File: config.mk
export PLATFORM = sky130hd
export DESIGN_NAME = asb_core
export DESIGN_NICKNAME = d
export VERILOG_FILES = /design/src/asb_pkg.sv /design/src/asb_alu_if.sv /design/src/asb_alu.sv /design/src/asb_core.sv
export VERILOG_INCLUDE_DIRS = /design/src
export SDC_FILE = /design/constraint.sdc
export NUM_CORES = 1
export LEC_CHECK = 0
export BUFFER_PORTS_ARGS = -buffer_cell sky130_fd_sc_hd__clkbuf_2
export CORE_MARGIN = 2
export CORE_UTILIZATION = 36
export DETAILED_ROUTE_END_ITERATION = 6
export HOLD_SLACK_MARGIN = 0.15
export PLACE_DENSITY = 0.57
export SLEW_MARGIN = 20
export SYNTH_ARGS = -nofsm -noshare
export SYNTH_HDL_FRONTEND = slang
export SYNTH_HIERARCHICAL = 1
export SYNTH_SLANG_ARGS = --single-unit
File: constraint.sdc
create_clock -name i_clk -period 10.47 [get_ports i_clk]
set_input_delay 2.094 -clock i_clk [delete_from_list [all_inputs] [get_ports i_clk]]
set_output_delay 2.094 -clock i_clk [all_outputs]
set_load 0.01 [all_outputs]
File: src/asb_regs.svh
// constants for the skip/branch/alu instruction slice
`ifndef ASB_REGS_SVH
`define ASB_REGS_SVH
`define ASB_INSTR_W 14
`define ASB_DATA_W 8
`define ASB_FADDR_W 7
`define ASB_PC_W 15
`define ASB_LATCH_W 7
`define ASB_JUMP_W 11
`define ASB_DEST_BIT 7
`define ASB_LATCH_HI 6
`define ASB_LATCH_LO 3
`define ASB_SKIP_CYCLES 2
`define ASB_ACC_RST 8'h00
`define ASB_ZERO_RST 1'b0
`define ASB_PC_RST 15'h0000
`define ASB_MASK_FILE 14'h3F00
`define ASB_OPC_DEC 14'h0300
`define ASB_OPC_DECSZ 14'h0B00
`define ASB_OPC_INCSZ 14'h0F00
`define ASB_MASK_CLEAR_ACCUMULATOR_OP 14'h3FFC
`define ASB_OPC_CLEAR_ACCUMULATOR_OP 14'h0100
`define ASB_MASK_JUMP 14'h3800
`define ASB_OPC_JUMP 14'h2800
`define ASB_MASK_LIT 14'h3F00
`define ASB_OPC_IOR 14'h3800
`endif

File: src/asb_pkg.sv
// types for the skip/branch/alu instruction slice
`default_nettype none
`include "asb_regs.svh"
package asb_pkg;
   typedef enum logic [2:0] {
      ASB_OP_NONE = 3'h0,
      ASB_OP_DEC = 3'h1,
      ASB_OP_CLEAR_ACCUMULATOR_OP = 3'h2,
      ASB_OP_DECSZ = 3'h3,
      ASB_OP_INCSZ = 3'h4,
      ASB_OP_JUMP = 3'h5,
      ASB_OP_IOR = 3'h6
   } asb_op_e;
   typedef enum logic {
      ASB_ST_RUN = 1'b0,
      ASB_ST_NOP = 1'b1
   } asb_state_e;
   typedef logic [`ASB_DATA_W-1:0] asb_data_t;
endpackage : asb_pkg
`default_nettype wire

File: src/asb_alu_if.sv
// carrier between the decoder and the arithmetic unit
`default_nettype none
interface asb_alu_if;
   import asb_pkg::*;
   asb_op_e op;
   asb_data_t operand;
   asb_data_t acc;
   asb_data_t literal;
   asb_data_t result;
   logic is_zero;
   modport ctrl (output op, output operand, output acc, output literal,
                 input result, input is_zero);
   modport alu (input op, input operand, input acc, input literal,
                output result, output is_zero);
endinterface : asb_alu_if
`default_nettype wire

File: src/asb_alu.sv
// arithmetic unit for the instruction slice
`default_nettype none
module asb_alu (
   asb_alu_if.alu a
);
   import asb_pkg::*;
   always_comb begin
      case (a.op)
         ASB_OP_DEC, ASB_OP_DECSZ: a.result = a.operand - 8'h01;
         ASB_OP_INCSZ: a.result = a.operand + 8'h01;
         ASB_OP_CLEAR_ACCUMULATOR_OP: a.result = 8'h00;
         ASB_OP_IOR: a.result = a.acc | a.literal;
         default: a.result = a.operand;
      endcase
   end
   assign a.is_zero = (a.result == 8'h00);
endmodule : asb_alu
`default_nettype wire

File: src/asb_core.sv
// decode and execute of decrement, clear, skip, jump and or-literal
`default_nettype none
`include "asb_regs.svh"
module asb_core (
   input wire logic i_clk,
   input wire logic i_rstn,
   input wire logic i_exec,
   input wire logic [`ASB_INSTR_W-1:0] i_instr,
   input wire asb_pkg::asb_data_t i_file_rdata,
   input wire logic [`ASB_LATCH_W-1:0] i_program_counter_high_latch,
   output logic [`ASB_FADDR_W-1:0] o_file_raddr,
   output logic o_file_we,
   output logic [`ASB_FADDR_W-1:0] o_file_waddr,
   output asb_pkg::asb_data_t o_file_wdata,
   output asb_pkg::asb_data_t o_acc,
   output logic o_zero,
   output logic [`ASB_PC_W-1:0] o_pc,
   output logic o_squash
);
   import asb_pkg::*;

   asb_alu_if alu_bus ();
   asb_op_e op;
   asb_state_e state;
   logic live;
   logic dest_file;
   logic file_op;
   logic skip_op;
   logic skip;
   logic jump;
   logic [`ASB_PC_W-1:0] jump_target;

   asb_alu u_alu (
      .a(alu_bus)
   );

   always_comb begin
      op = ASB_OP_NONE;
      if ((i_instr & `ASB_MASK_FILE) == `ASB_OPC_DEC) op = ASB_OP_DEC;
      else if ((i_instr & `ASB_MASK_FILE) == `ASB_OPC_DECSZ) op = ASB_OP_DECSZ;
      else if ((i_instr & `ASB_MASK_FILE) == `ASB_OPC_INCSZ) op = ASB_OP_INCSZ;
      else if ((i_instr & `ASB_MASK_CLEAR_ACCUMULATOR_OP) == `ASB_OPC_CLEAR_ACCUMULATOR_OP) op = ASB_OP_CLEAR_ACCUMULATOR_OP;
      else if ((i_instr & `ASB_MASK_JUMP) == `ASB_OPC_JUMP) op = ASB_OP_JUMP;
      else if ((i_instr & `ASB_MASK_LIT) == `ASB_OPC_IOR) op = ASB_OP_IOR;
   end

   // read address goes straight out so the operand returns in the same cycle
   assign o_file_raddr = i_instr[`ASB_FADDR_W-1:0];
   assign alu_bus.op = op;
   assign alu_bus.operand = i_file_rdata;
   assign alu_bus.acc = o_acc;
   assign alu_bus.literal = i_instr[`ASB_DATA_W-1:0];

   // a squashed slot still advances the pc but changes no data state
   assign live = i_exec && (state == ASB_ST_RUN);
   assign o_squash = i_exec && (state == ASB_ST_NOP);
   assign dest_file = i_instr[`ASB_DEST_BIT];
   assign file_op = (op == ASB_OP_DEC) || (op == ASB_OP_DECSZ) || (op == ASB_OP_INCSZ);
   assign skip_op = (op == ASB_OP_DECSZ) || (op == ASB_OP_INCSZ);
   assign skip = live && skip_op && alu_bus.is_zero;
   assign jump = live && (op == ASB_OP_JUMP);
   assign jump_target = {i_program_counter_high_latch[`ASB_LATCH_HI:`ASB_LATCH_LO],
                         i_instr[`ASB_JUMP_W-1:0]};

   always_ff @(posedge i_clk) begin
      if (!i_rstn) begin
         o_acc <= `ASB_ACC_RST;
      end else if (live && ((op == ASB_OP_CLEAR_ACCUMULATOR_OP) || (op == ASB_OP_IOR) ||
                            (file_op && !dest_file))) begin
         o_acc <= alu_bus.result;
      end
   end

   // skip forms leave the flag alone
   always_ff @(posedge i_clk) begin
      if (!i_rstn) begin
         o_zero <= `ASB_ZERO_RST;
      end else if (live && ((op == ASB_OP_DEC) || (op == ASB_OP_CLEAR_ACCUMULATOR_OP) ||
                            (op == ASB_OP_IOR))) begin
         o_zero <= alu_bus.is_zero;
      end
   end

   always_ff @(posedge i_clk) begin
      if (!i_rstn) begin
         o_file_we <= 1'b0;
         o_file_waddr <= '0;
         o_file_wdata <= 8'h00;
      end else begin
         o_file_we <= live && file_op && dest_file;
         if (live && file_op) begin
            o_file_waddr <= i_instr[`ASB_FADDR_W-1:0];
            o_file_wdata <= alu_bus.result;
         end
      end
   end

   always_ff @(posedge i_clk) begin
      if (!i_rstn) begin
         o_pc <= `ASB_PC_RST;
      end else if (i_exec) begin
         o_pc <= jump ? jump_target : o_pc + 15'h0001;
      end
   end

   // the prefetched word after a jump or a taken skip becomes a no-operation
   always_ff @(posedge i_clk) begin
      if (!i_rstn) begin
         state <= ASB_ST_RUN;
      end else if (i_exec) begin
         case (state)
            ASB_ST_RUN: state <= (skip || jump) ? ASB_ST_NOP : ASB_ST_RUN;
            ASB_ST_NOP: state <= ASB_ST_RUN;
            default: state <= ASB_ST_RUN;
         endcase
      end
   end
endmodule : asb_core
`default_nettype wire

==> impl_metrics.toml <==
[synth]
ys.warnings.count = 6
synth_area_mm2 = 0.00298
synth_cell_types = 68
avgSynthCellArea_um2 = 7.85
ys_async_sr_fraction_pct = 0
yosysSeqAreaShare_pct = 27.5
syn_nets = 422
synth_top_flop_cell = "dfxtp_1"
postSynthCellCount = 380
synth-edff-count = 0
ys_ff_latch = 41

[cts]
clk_pin_slew_ns = 0.08
clkSinkCount = 41
cts_tree = "built"
ctsHoldBuffers = 0
root_buffer = "clkbuf_8"
cts.repair.resized = 0
clk_path_buf_depth = 2
cts_buffers = 5
insertion_delay_ns = 0.29
postCtsSetupRepairBufs = 0
htree_num_levels = 2

[placement]
post-dp-hpwl_um = 5920
dp_slack_ns = 3.85
dpl_cell_area_mm2 = 0.00328
gp_congestion = 0.816
port_buffers = 76

[global_routing]
grt_antenna_before_repair = 0
grt_util_all_layers_pct = 17.9
grt.busiest_layer = "met2"
grt_pass1_wl_um = 12900
grt_use_met2_pct = 28.8
gr-total-overflow = 0
grt_max_degree = 45
met1_usage_pct = 25.0
grt_pass1_vias = 2615
use_met3_pct = 2.71

[cells_and_area]
layout-drive-gt1-share_pct = 24.0
num_antenna_cells = 0
syn2layout_area_growth_pct = 12.9
nFillCells = 867
final_nets = 478
stdcell_area_mm2 = 0.00337

[hold_path]
holdCritPathClass = "reg2reg"
hp-start = "o_file_waddr[1]$_SDFFE_PN0P_"

[timing]
fin_crit_sh_pct = 60.6
whs_ns = 0.463
setup_viol = 0
finClkSkew_ns = 0.00256
fmax_mhz = 158
relSlewSlack_pct = 43.6
fin_crit_ns = 6.34
finalHoldViolCount = 0
fin_tns_setup_ns = 0
finalWorstSetupSlack_ns = 4.13
worst-slew-pin-transition_ns = 0.846
grt_setup_unrepaired = "no"
drv_slew = 0

[power_and_ir_drop]
irDropWorstVdd_v = 0.0000590
power.density_mw_per_mm2 = 105
leakagePower_uw = 0.00153

[critical_path]
path_class = "in2reg"
r2r_start = "o_acc[5]$_SDFFE_PN0P_"
cp_max_fo = 25
worst-endpoint-required_ns = 10.69
timing.rr.end = "state$_SDFFE_PN0P_"
critPathLaunch = "i_instr[10]"
cp-endpoint = "state$_SDFFE_PN0P_"
reg2regPathDepth = 10
cp-end-kind = "flop"
critPathLaunchType = "input pin"
cp_data_arrival_time_ns = 6.56
r2r_slack_ns = 8.18

[route]
post_drt_wl_per_cell_um = 14.6
ant_nets = 0
drt_wl_total_um = 7930
drt_pass1_iterations = 4
vias = 2904
drc_errors = 0
viasPerCell = 5.36
drtIter0Drc = 144

[floorplan]
dieArea_mm2 = 0.00903
start_util_pct = 36.7
design.core.area_mm2 = 0.00813
ios = 80
die_x_um = 95.0
die_h_um = 95.0
rows = 33

[run_status]
outcome = "complete, no violations"

[run]
drv_cap = 0
[worst max-delay path, cell delays in order]
cell      delay [ns]
clkbuf_2        0.16
or4b_4          0.59
a31oi_4         0.61
nand2_1         0.46
ha_1            0.47
a21oi_2         0.19
a21oi_1         0.10
or3_1           0.35
a31o_1          0.23
or4b_1          0.54
nor4_2          0.28
nand2_1         0.09
a31oi_1         0.16
nand3_1         0.10
a21oi_1         0.14
[kinds of logic (layout without fill, tap and decap cells)]
logic type / Yosys count / after routing / share of synthesized area [%]
adders and majority gates: 10 / 10 / 4.45
buffers and inverters: 40 / 97 / 9.15
DFF: 41 / 41 / 27.5
AOI/OAI and AO/OA: 86 / 86 / 19.9
and+or+nand+nor: 166 / 166 / 26.7
muxes: 30 / 30 / 10.2
xor gates and xnor gates: 7 / 7 / 2.06
[Yosys cell counts, types with 5 or more instances]
cell / instances / area share [%]
nor4_1: 5 / 1.0
buf_4: 9 / 2.3
xor2_1: 5 / 1.5
nor3_1: 6 / 1.0
ha_1: 9 / 3.8
clkbuf_1: 7 / 0.88
a21oi_1: 16 / 2.7
nand2_1: 73 / 9.2
nand3_1: 12 / 2.0
buf_6: 7 / 2.6
o22ai_1: 5 / 1.0
a211oi_1: 5 / 1.3
o21ai_0: 18 / 3.0
a21o_1: 6 / 1.5
mux2i_1: 26 / 8.7
dfxtp_1: 41 / 28
inv_1: 10 / 1.3
nand4_1: 6 / 1.3
nor2_1: 35 / 4.4
[area by class of cell]
cell class / count / area (µm²) / share of cell area [%]
clock inverters: 3 / 17.5 / 0.520
repair buffers: 79 / 403 / 12.0
multi-input cells: 299 / 1890 / 56.1
flip-flops and latches: 41 / 821 / 24.4
well taps: 105 / 131 / 3.90
inverters: 10 / 37.5 / 1.11
clock buffers: 5 / 68.8 / 2.04
[metal layers]
layer / vias to the layer above / routed length [µm]
li1: 1464 / -
met1: 1353 / 3770
met2: 81 / 3670
met3: 6 / 424
met4: 0 / 55
met5: - / 0
[layout by cell type, fill, tap and decap left out, types with 3 or more instances in the layout]
| cell | instances |
|---|---|
| clkbuf_2 | 76 |
| nand2_1 | 73 |
| dfxtp_1 | 41 |
| nor2_1 | 35 |
| mux2i_1 | 26 |
| o21ai_0 | 18 |
| a21oi_1 | 16 |
| nand3_1 | 12 |
| inv_1 | 10 |
| ha_1 | 9 |
| nor3_1 | 6 |
| nand4_1 | 6 |
| a21o_1 | 6 |
| nor4_1 | 5 |
| a211oi_1 | 5 |
| xor2_1 | 5 |
| clkbuf_8 | 5 |
| o22ai_1 | 5 |
| a31oi_1 | 4 |
| o211ai_1 | 4 |
| mux2_2 | 4 |
| and3_1 | 3 |
| nand2b_1 | 3 |
| or2_2 | 3 |
| nand3b_1 | 3 |
| o31ai_1 | 3 |
| a221oi_1 | 3 |
| buf_4 | 3 |
[per-stage QoR]
step	util (%)	total power, µW	instances
5_1_grt	41.4	375	542
6_report	41.4	354	542
4_1_cts	41.4	357	542
3_3_place_gp	40.3	253	534
2_1_floorplan	-	232	380
3_5_place_dp	40.3	254	534
[registers in the layout, summed over array words and instances, names as in the netlist]
name	cells
o_file_we	1
state	1
o_file_waddr	7
o_file_wdata	8
o_acc	8
o_zero	1
o_pc	15
[power by group]
group / total (µW) / switching, µW / internal [µW]
logic: 85.6 / 51.2 / 34.5
clock network: 103 / 57.2 / 46.0
registers: 165 / 4.52 / 160
[worst min-delay path by stage]
stage,cells past startpoint,to
after floorplan,2,o_file_waddr[0]$_SDFFE_PN0P_
after global placement,2,o_file_waddr[4]$_SDFFE_PN0P_
after detailed placement,2,o_file_waddr[5]$_SDFFE_PN0P_
after CTS,2,o_file_waddr[5]$_SDFFE_PN0P_
after global routing,2,o_file_waddr[5]$_SDFFE_PN0P_
final,2,o_file_waddr[1]$_SDFFE_PN0P_
No activity file was read; power rests on OpenSTA's default activity.
